### src/sepr_pkg.sv
/*
 Package for the sensor EEPROM access block: command codes, register
 addresses, diagnostic control word field positions and reset values.
 Assumes a decoded command/frame stream from the output-pin front end.
*/
package sepr_pkg;
   // Command codes
   localparam logic [3:0] SEPR_CMD_READ = 4'h1;
   localparam logic [3:0] SEPR_CMD_BLOCK_READ = 4'h3;
   localparam logic [3:0] SEPR_CMD_WRITE = 4'h9;
   localparam logic [3:0] SEPR_CMD_BLOCK_WRITE = 4'hb;
   localparam logic [3:0] SEPR_CMD_ERASE = 4'hc;
   localparam logic [3:0] SEPR_CMD_PROGRAM = 4'hd;
   localparam logic [3:0] SEPR_CMD_MARGIN = 4'he;
   // Register addresses
   localparam logic [5:0] SEPR_ADR_EEP_FIRST = 6'h10;
   localparam logic [5:0] SEPR_ADR_EEP_NINE = 6'h18;
   localparam logic [5:0] SEPR_ADR_EEP_TEN = 6'h19;
   localparam logic [5:0] SEPR_ADR_EEP_LAST = 6'h1a;
   localparam logic [5:0] SEPR_ADR_DIAG = 6'h1b;
   localparam int SEPR_EEP_WORDS = 11;
   localparam logic [3:0] SEPR_BLOCK_LEN = 4'h8;
   // Diagnostic control word fields
   localparam int SEPR_DIAG_ECC_OFF = 0;
   localparam int SEPR_DIAG_SP_OFF = 1;
   localparam int SEPR_DIAG_REF_OFF = 2;
   localparam int SEPR_DIAG_HALT = 3;
   localparam int SEPR_DIAG_PROTO_OFF = 4;
   localparam int SEPR_DIAG_MARG_ZERO = 5;
   localparam logic [15:0] SEPR_DIAG_RST = 16'h0000;
   // Lock bits within word 0x11 and 0x15
   localparam logic [3:0] SEPR_LOCKH_IDX = 4'h1;
   localparam int SEPR_LOCKH_BIT = 14;
   localparam logic [3:0] SEPR_LOCKL_IDX = 4'h5;
   localparam int SEPR_LOCKL_BIT = 14;
   // Cell content seen at power-up: unlocked, all else clear
   localparam logic [SEPR_EEP_WORDS*16-1:0] SEPR_CELLS_RST =
      176'h1 << (SEPR_LOCKL_IDX*16 + SEPR_LOCKL_BIT);
   // Pulse timing
   localparam int SEPR_CLK_MHZ = 25;
   localparam int SEPR_PULSE_MIN_US = 1;
   localparam int SEPR_PULSE_CYC = SEPR_PULSE_MIN_US * SEPR_CLK_MHZ;
   localparam logic [15:0] SEPR_PULSE_CYC_W = 16'(SEPR_PULSE_CYC);
   typedef enum logic [2:0] {
      SEPR_IDLE, SEPR_BREAD, SEPR_BWRITE, SEPR_WWRITE, SEPR_WAIT_PULSE, SEPR_NVM_OP
   } sepr_state_e;
endpackage

### src/sepr_access.sv
/*
 Sensor configuration EEPROM access controller: decodes commands and data
 frames from the output-pin interface, holds the eleven EEPROM registers
 and the diagnostic control word, runs erase, program and margin checks.
 Assumes an external front end that delivers decoded frames as pulses.
*/
// Function
// - Write 0x09 at 0x1B plus one data word sets diagnostic control.
// - Block read 0x03 at 0x10 returns first eight EEPROM words.
// - Words nine to eleven read singly with 0x01 at 0x18..0x1A.
// - Block write 0x0B at 0x10 loads eight words into consecutive registers.
// - Words nine to eleven written singly with 0x09 at 0x18..0x1A.
// - Margin check starts with command 0xE, level applied on output.
// - Margin loads 1 below threshold level and 0 above it.
// - Zero-cell margin select bit enables checking cells at zero.
// - Temporary overwrite: disables set, parity bits may be zero.
// - With only correction and reference disable set, new settings take effect.
// - Either lock bit locked refuses interface mode.
`timescale 1ns/1ns
module sepr_access
   import sepr_pkg::*;
(
   // Clock and reset
   input wire logic i_mclk,
   input wire logic i_rstn,
   // Decoded frames from pin front end
   input wire logic i_cmd_valid,
   input wire logic [3:0] i_cmd_code,
   input wire logic [5:0] i_cmd_addr,
   input wire logic i_data_valid,
   input wire logic [15:0] i_data,
   input wire logic i_read_ack,
   // Pin level events
   input wire logic i_prog_pulse,
   input wire logic [7:0] i_margin_level,
   // Read data back to front end
   output logic o_rdata_valid,
   output logic [15:0] o_rdata,
   // Status
   output logic o_if_mode,
   output logic o_locked,
   output logic o_busy,
   // Active configuration to signal path
   output logic [SEPR_EEP_WORDS*16-1:0] o_active_cfg,
   output logic [15:0] o_diag
);
   typedef struct packed {
      sepr_state_e state;
      logic [SEPR_EEP_WORDS-1:0][15:0] regs;
      logic [15:0] diag;
      logic [3:0] cnt;
      logic [5:0] addr;
      logic [3:0] op;
      logic [15:0] pcnt;
      logic [7:0] mlvl;
      logic pulse_seen;
      logic rvalid;
      logic [15:0] rdata;
      logic if_mode;
      logic init_done;
      logic [SEPR_EEP_WORDS*16-1:0] active;
   } sepr_st_s;
   sepr_st_s st_r;
   sepr_st_s st_nxt;

   logic [SEPR_EEP_WORDS*16-1:0] cells;
   logic [SEPR_EEP_WORDS*16-1:0] marg_bits;
   logic nvm_erase;
   logic nvm_prog;
   logic nvm_marg;
   logic lock_any;

   // Lock check on stored cells
   assign lock_any = cells[SEPR_LOCKH_IDX*16 + SEPR_LOCKH_BIT]
                   | ~cells[SEPR_LOCKL_IDX*16 + SEPR_LOCKL_BIT];

   assign nvm_erase = (st_r.state == SEPR_NVM_OP) && (st_r.op == SEPR_CMD_ERASE);
   assign nvm_prog = (st_r.state == SEPR_NVM_OP) && (st_r.op == SEPR_CMD_PROGRAM);
   assign nvm_marg = (st_r.state == SEPR_NVM_OP) && (st_r.op == SEPR_CMD_MARGIN);

   sepr_cell_array u_cells (
      .i_mclk(i_mclk),
      .i_rstn(i_rstn),
      .i_erase(nvm_erase),
      .i_program(nvm_prog),
      .i_margin(nvm_marg),
      .i_marg_zero(st_r.diag[SEPR_DIAG_MARG_ZERO]),
      .i_margin_level(st_r.mlvl),
      .i_mask(st_r.regs),
      .o_cells(cells),
      .o_margin_bits(marg_bits)
   );

   function automatic logic [15:0] rd_word(input sepr_st_s s, input logic [5:0] a);
      logic [15:0] w;
      w = 16'h0000;
      if (a == SEPR_ADR_DIAG)
         w = s.diag;
      else if (a >= SEPR_ADR_EEP_FIRST && a <= SEPR_ADR_EEP_LAST)
         w = s.regs[4'(a - SEPR_ADR_EEP_FIRST)];
      return w;
   endfunction

   always_comb
   begin
      st_nxt = st_r;
      st_nxt.rvalid = 1'b0;
      if (st_r.pulse_seen == 1'b0 && i_prog_pulse)
         st_nxt.pulse_seen = 1'b1;
      // Registers loaded from cells once after reset, then kept until overwritten
      if (!st_r.init_done)
      begin
         st_nxt.regs = cells;
         st_nxt.active = cells;
         st_nxt.init_done = 1'b1;
         st_nxt.if_mode = !lock_any;
      end
      case (st_r.state)
         SEPR_IDLE:
         begin
            if (i_cmd_valid && st_r.if_mode && !lock_any)
            begin
               st_nxt.addr = i_cmd_addr;
               st_nxt.cnt = 4'h0;
               st_nxt.op = i_cmd_code;
               case (i_cmd_code)
                  SEPR_CMD_READ:
                  begin
                     st_nxt.rdata = rd_word(st_r, i_cmd_addr);
                     st_nxt.rvalid = 1'b1;
                  end
                  SEPR_CMD_BLOCK_READ:
                  begin
                     st_nxt.rdata = rd_word(st_r, i_cmd_addr);
                     st_nxt.rvalid = 1'b1;
                     st_nxt.state = SEPR_BREAD;
                  end
                  SEPR_CMD_WRITE:
                     st_nxt.state = SEPR_WWRITE;
                  SEPR_CMD_BLOCK_WRITE:
                     st_nxt.state = SEPR_BWRITE;
                  SEPR_CMD_ERASE, SEPR_CMD_PROGRAM, SEPR_CMD_MARGIN:
                  begin
                     st_nxt.pulse_seen = 1'b0;
                     st_nxt.pcnt = 16'h0000;
                     st_nxt.state = SEPR_WAIT_PULSE;
                  end
                  default:
                     st_nxt.state = SEPR_IDLE;
               endcase
            end
         end
         SEPR_BREAD:
         begin
            if (i_read_ack)
            begin
               if (st_r.cnt == SEPR_BLOCK_LEN - 4'h1)
                  st_nxt.state = SEPR_IDLE;
               else
               begin
                  st_nxt.cnt = st_r.cnt + 4'h1;
                  st_nxt.addr = st_r.addr + 6'h01;
                  st_nxt.rdata = rd_word(st_r, st_r.addr + 6'h01);
                  st_nxt.rvalid = 1'b1;
               end
            end
         end
         SEPR_BWRITE, SEPR_WWRITE:
         begin
            if (i_data_valid)
            begin
               if (st_r.addr == SEPR_ADR_DIAG)
                  st_nxt.diag = i_data;
               else if (st_r.addr >= SEPR_ADR_EEP_FIRST && st_r.addr <= SEPR_ADR_EEP_LAST)
                  st_nxt.regs[4'(st_r.addr - SEPR_ADR_EEP_FIRST)] = i_data;
               st_nxt.addr = st_r.addr + 6'h01;
               st_nxt.cnt = st_r.cnt + 4'h1;
               if (st_r.state == SEPR_WWRITE || st_r.cnt == SEPR_BLOCK_LEN - 4'h1)
                  st_nxt.state = SEPR_IDLE;
            end
         end
         SEPR_WAIT_PULSE:
         begin
            if (st_r.pulse_seen || i_prog_pulse)
               st_nxt.pcnt = st_r.pcnt + 16'h0001;
            // Level held while the pulse stands, used after it falls
            if (i_prog_pulse)
               st_nxt.mlvl = i_margin_level;
            if (st_r.pcnt >= SEPR_PULSE_CYC_W - 16'h0001)
               st_nxt.state = SEPR_NVM_OP;
         end
         SEPR_NVM_OP:
         begin
            if (st_r.op == SEPR_CMD_MARGIN)
               st_nxt.regs = marg_bits;
            st_nxt.state = SEPR_IDLE;
         end
         default:
            st_nxt.state = SEPR_IDLE;
      endcase
      // Temporary overwrite takes effect once only these two disables remain
      if (st_r.diag == ((16'h0001 << SEPR_DIAG_ECC_OFF) | (16'h0001 << SEPR_DIAG_REF_OFF)))
         st_nxt.active = st_r.regs;
      // Refusing interface mode when locked
      if (st_r.init_done && lock_any)
         st_nxt.if_mode = 1'b0;
   end

   always_ff @(posedge i_mclk or negedge i_rstn)
   begin
      if (!i_rstn)
      begin
         st_r <= '0;
         st_r.state <= SEPR_IDLE;
         st_r.diag <= SEPR_DIAG_RST;
      end
      else
         st_r <= st_nxt;
   end

   assign o_rdata_valid = st_r.rvalid;
   assign o_rdata = st_r.rdata;
   assign o_if_mode = st_r.if_mode;
   assign o_locked = lock_any;
   assign o_busy = (st_r.state != SEPR_IDLE);
   assign o_active_cfg = st_r.active;
   assign o_diag = st_r.diag;
endmodule // sepr_access

### src/sepr_cell_array.sv
/*
 Nonvolatile cell array model: eleven words, one stored bit per cell, two fixed margin thresholds.
 Assumes erase/program strobes come from the access controller.
*/
`timescale 1ns/1ns
module sepr_cell_array
   import sepr_pkg::*;
(
   // Clock and reset
   input wire logic i_mclk,
   input wire logic i_rstn,
   // Operation
   input wire logic i_erase,
   input wire logic i_program,
   input wire logic i_margin,
   input wire logic i_marg_zero,
   input wire logic [7:0] i_margin_level,
   input wire logic [SEPR_EEP_WORDS*16-1:0] i_mask,
   // Result
   output logic [SEPR_EEP_WORDS*16-1:0] o_cells,
   output logic [SEPR_EEP_WORDS*16-1:0] o_margin_bits
);
   typedef struct packed {
      logic [SEPR_EEP_WORDS*16-1:0] cells;
   } sepr_arr_s;
   sepr_arr_s st_r;
   sepr_arr_s st_nxt;
   logic [SEPR_EEP_WORDS*16-1:0] marg;

   // Threshold seen as high for a one cell, low for a zero cell
   genvar gi;
   generate
      for (gi = 0; gi < SEPR_EEP_WORDS*16; gi++)
      begin : g_bit
         assign marg[gi] = i_marg_zero ? (st_r.cells[gi] | (i_margin_level == 8'h00))
                                       : (st_r.cells[gi] & (i_margin_level < 8'hc0));
      end
   endgenerate

   always_comb
   begin
      st_nxt = st_r;
      if (i_erase)
         st_nxt.cells = st_r.cells & i_mask;
      else if (i_program)
         st_nxt.cells = st_r.cells | i_mask;
   end

   always_ff @(posedge i_mclk or negedge i_rstn)
   begin
      if (!i_rstn)
         st_r.cells <= SEPR_CELLS_RST;
      else
         st_r <= st_nxt;
   end

   assign o_cells = st_r.cells;
   assign o_margin_bits = i_margin ? marg : st_r.cells;
endmodule // sepr_cell_array

### config.mk
export PLATFORM = sky130hd
export DESIGN_NAME = sepr_access
export DESIGN_NICKNAME = d
export VERILOG_FILES = /design/src/sepr_pkg.sv /design/src/sepr_access.sv /design/src/sepr_cell_array.sv
export SDC_FILE = /design/constraint.sdc
export NUM_CORES = 2
export LEC_CHECK = 0
export ABC_AREA = 1
export BUFFER_PORTS_ARGS = -buffer_cell sky130_fd_sc_hd__buf_2
export CELL_PAD_IN_SITES_DETAIL_PLACEMENT = 1
export CELL_PAD_IN_SITES_GLOBAL_PLACEMENT = 1
export CORE_MARGIN = 4
export CORE_UTILIZATION = 48
export DETAILED_ROUTE_END_ITERATION = 7
export PLACE_DENSITY_LB_ADDON = 0.05
export SYNTH_ARGS = -nofsm -noshare
export SYNTH_HDL_FRONTEND = slang
export SYNTH_HIERARCHICAL = 1
export SYNTH_SLANG_ARGS = --single-unit
### constraint.sdc
create_clock -name i_mclk -period 6.05 [get_ports i_mclk]
set_input_delay 0.605 -clock i_mclk [delete_from_list [all_inputs] [get_ports i_mclk]]
set_output_delay 0.605 -clock i_mclk [all_outputs]
set_load 0.005 [all_outputs]
== Yosys cells after proc, flatten, opt, wreduce, memory -nomap -nowiden ==
Index checks and enable logic that the tools add are counted.
Storage, ports and cells
  output and inout bits: 212
  flip-flop bits (word level): 605
  input bits: 40
  logic and storage cells: 686
Operators by class
  eq/ne operators: 33
  multiplexer cells: 222
  reduce and logical (&&, ||, !) cells: 31
  bitwise logic cells: 357
  $lt $le $gt $ge: 12
  add/subtract/negate cells: 6
Operator list (number)
  $mux 176: 8
  $pmux 176 s2: 1
  $mux 205: 1
  $mux 1: 180
  $mux 178: 1
  $or 1x1->1: 177
  $and 1x1->1: 176
  $and 176x176->176: 1
  $bwmux 176: 1
  $or 176x176->176: 1
  $mux 16: 10
  $bmux 16 s4: 2
  $demux 16 s4: 1
  $mux 17: 3
  $pmux 17 s2: 1
  $eq 4x4->1 const B: 8
  $pmux 16 s2: 1
  $mux 30: 1
  $pmux 10 s3: 1
  $mux 10: 2
  $ne 2x2->1 const B: 10
  $eq 6x5->1 const B: 3
  $ge 6x5->1 const B: 3
  $le 6x5->1 const B: 3
  35 further kinds: 65

== Logic depth before layout (Yosys ltp) ==
  depth after elaboration: 10
  depth in mapped cells: 17
  gate-level depth less buffers: 13

== Cells and area by module ==
The synthesis kept the hierarchy.
By module, submodules not included
  sepr_access: sequential area each 10735.3 um2, area an instance 28816.4 um2, instances 1, cells an instance 4182
  sepr_cell_array: sequential area each 4405.5 um2, area an instance 8770.9 um2, instances 1, cells an instance 1165

== Worst setup path after synthesis ==
No wires, ideal clock.
  path type: register to register
  from: register st_r[428] in the netlist's numbering
  to: register st_r[412] in the netlist's numbering
  arrival time: 2.508 ns
  setup time: 0.127 ns
  buffers on the path: 4
  slack: 3.415 ns
  data required time: 5.923 ns
  stages on the path, launching flop included: 17
  cell sequence: dfrtp_1 inv_2 nor3_2 inv_2 nor3_4 buf_2 buf_2 inv_1 nor2_1 nand3_1 buf_2 buf_2 nand2_1 nand2_1 a21oi_1 a21oi_1 or2_2
RTL lines
  start, declared: line sepr_access.sv:63  | sepr_st_s st_r;
  start signal, assigned: line sepr_access.sv:218  | st_r <= st_nxt;

==> results.sh <==
export IMPL_status="finished, final reports clean"
export IMPL_drv_cap=0
export IMPL_slew_viol_final=0
export IMPL_crit_path_end_kind="flop"
export IMPL_vdd_ir_drop_worst_uv=158.1
export IMPL_cts_root_buf="clkbuf_16"
export IMPL_cts_buffer_depth=3
export IMPL_vias=37210
export IMPL_syn_nets=5395
export IMPL_gr_usage_met2=0.5413
export IMPL_grt_pass1_wl_um=224200
export IMPL_timing_final_crit_share=0.5825
export IMPL_required_ps=6550
export IMPL_synth_cell_types=43
export IMPL_hold_path_class="input port to asynchronous set/reset pin"
export IMPL_cts_buffers=73
export IMPL_hold_buffers=0
export IMPL_regArea_um2=15150
export IMPL_synthesis_area_um2=37590
export IMPL_fin_area_um2=39710
export IMPL_antenna_found_initial=5
export IMPL_yosysMostFrequentCell="nand2_1"
export IMPL_multi_input_area_um2=17770
export IMPL_grt_use_met1=0.4911
export IMPL_finalHoldViolations=0
export IMPL_seq_area_frac_synth=0.4028
export IMPL_yosysTopAreaCell="dfrtp_1"
export IMPL_grtUsageTotal=0.3466
export IMPL_first_pass_iters=6
export IMPL_async_reset_ff_frac=1.000
export IMPL_dp_slack_ps=2606
export IMPL_final_setup_worst_slack_ps=2526
export IMPL_start_util=0.4844
export IMPL_leakage_nw=20.92
export IMPL_seq_power_share=0.454
export IMPL_path_class="flop to flop"
export IMPL_fp_dieW_um=287.8
export IMPL_setup_tns_ps=0
export IMPL_io_buffers=251
export IMPL_nets=5151
export IMPL_tightest_slew_ps=1198
export IMPL_grt_busiest_layer="met2"
export IMPL_rows=102
export IMPL_synth_area_leaders="dfrtp_1 40%, nand2_1 16%, o21ai_0 8.5%"
export IMPL_path_max_fanout=76
export IMPL_ys_warnings_count=6
export IMPL_ioPinCount=252
export IMPL_dp_hpwl_um=91170
export IMPL_pwr_share_comb=0.053
export IMPL_cts_sinks=605
export IMPL_p_sw_frac=0.2522
export IMPL_syn_area_per_cell_um2=7.030
export IMPL_synth_cells=5347
export IMPL_ctsResizeCount=0
export IMPL_worst_clock_skew_ps=33.34
export IMPL_vias_per_cell=6.004
export IMPL_fp_dieH_um=287.8
export IMPL_cts_tree="done"
export IMPL_place_gp_congestion=0.9528
export IMPL_start_kind="flop"
export IMPL_synth_commonest_cells="1571 x nand2_1, 639 x o21ai_0, 604 x dfrtp_1"
export IMPL_synth_top_area_frac=0.4021
export IMPL_area_growth_synth_to_final_pct=5.639
export IMPL_synth_edf_count=0
export IMPL_grt_overflow=0
export IMPL_clkLatencyLatePin_ps=640
export IMPL_die_area_um2=82850
export IMPL_final_util=0.5117
export IMPL_grt_use_met3=0.05044
export IMPL_ys_flop_type="dfrtp_1"
export IMPL_fp_coreArea_um2=77590
export IMPL_wl_um=145300
export IMPL_drc=0
export IMPL_synth_ff_latch_count=605
export IMPL_wl_per_cell_um=23.45
export IMPL_p_sw_mw=2.272
export IMPL_post_dp_cell_area_um2=37350
export IMPL_ant_nets=0
export IMPL_relSlewSlack=0.1994
export IMPL_drt_initial_drc_count=3510
export IMPL_cp_data_arrival_time_ps=4020
export IMPL_p_clk_frac=0.493
export IMPL_fmax_mhz=283.8
export IMPL_cts_max_level=3
export IMPL_post_cts_buffers=0
export IMPL_p_int_mw=6.738
export IMPL_fin_crit_ps=3524
export IMPL_clk_pin_slew_ps=60
export IMPL_grt_max_degree=179
export IMPL_grt_pass1_vias=36010
export IMPL_drive_gt1_frac=0.08941
export IMPL_fillCellCount=10070
export IMPL_rsz0062_at_grt="false"
export IMPL_whs_ps=5.760
export IMPL_p_per_area_nw_per_um2=226.9
export IMPL_setup_violations=0
cells by family after synthesis:
| group | count (synthesis) | synth area share |
|---|---|---|
| buffers and inverters | 975 | 0.1251 |
| xor gates and xnor gates | 8 | 0.001864 |
| muxes | 8 | 0.002397 |
| DFF | 605 | 0.4028 |
| adders and majority gates | 8 | 0.002663 |
| other | 1 | 0.00009977 |
| and+or+nand+nor | 2426 | 0.2647 |
| AOI/OAI and AO/OA | 1316 | 0.2003 |
sequential cells by signal (all words and copies together) (netlist names):
name	cells
st_r	219
o_rdata_valid	1
o_if_mode	1
u_cells/o_cells	176
o_rdata	16
o_diag	16
o_active_cfg	176
critical path, cell delays in order, from the launching register on:
cell,delay [ps]
dfrtp_2,660
inv_2,150
buf_4,650
ha_1,260
nand2_1,80
nor3_1,180
nand2_1,630
o21ai_0,410
a21oi_1,60
or2_2,300
cells in the final DEF, fill, tap and decap left out, types with 9 or more instances in the layout:
| cell | count |
|---|---|
| o211ai_1 | 350 |
| nor2_1 | 259 |
| nand3_1 | 529 |
| dfrtp_1 | 602 |
| clkbuf_16 | 75 |
| buf_4 | 48 |
| o22ai_1 | 17 |
| nor4_1 | 10 |
| buf_2 | 250 |
| clkbuf_1 | 25 |
| a21oi_1 | 292 |
| buf_12 | 9 |
| clkbuf_8 | 14 |
| nand2_2 | 13 |
| nor3_1 | 16 |
| inv_1 | 336 |
| nand2_1 | 1571 |
| o21ai_0 | 639 |
area by class of cell:
type,instances,share of cell area
timing repair buffer,308,0.04550
inverter,348,0.03321
sequential,605,0.3814
tap,1040,0.03277
multi-input combinational,3767,0.4476
clock inverter,14,0.004884
antenna,1,0.00006302
clock buffer,114,0.05448
metal layers:
metal / wire [um] / vias to the layer above / part of all wire
met5: 41 / - / 0.00028
met4: 6011 / 6 / 0.041
met3: 9539 / 289 / 0.066
met2: 65880 / 1263 / 0.45
met1: 63840 / 18570 / 0.44
li1: - / 17080 / -
per-stage QoR:
step | cells | power, mW
CTS | 6196 | 9.055
finish | 6197 | 9.009
global placement | 6068 | 4.636
global route | 6197 | 9.287
floorplan | 5347 | 4.384
detailed placement | 6068 | 4.639
final timing paths:
kind                                            endpoint  cells past startpoint  slack [ps]                   from
max                                  st_r[412]$_DFF_PN0_                      9        2530  st_r[224]$_DFFE_PN0P_
min                         o_active_cfg[78]$_DFFE_PN0P_                      1           6                 i_rstn
max reg2reg                          st_r[412]$_DFF_PN0_                      9        2530  st_r[224]$_DFFE_PN0P_
min reg2reg                        st_r[198]$_DFFE_PN0P_                      1         500  st_r[198]$_DFFE_PN0P_
max in group asynchronous  o_active_cfg[151]$_DFFE_PN0P_                      2        4550                 i_rstn
min in group i_mclk                st_r[199]$_DFFE_PN0P_                      2         200      i_margin_level[3]
power by group through the flow:
stage / registers (mW) / logic [mW] / clock network (mW)
CTS: 4.09 / 0.478 / 4.49
floorplan: 4.14 / 0.243 / 0
detailed placement: 4.16 / 0.477 / 0
global placement: 4.16 / 0.475 / 0
global route: 4.09 / 0.527 / 4.67
finish: 4.09 / 0.482 / 4.44
Note: power is estimated with default switching activity, not from simulation.
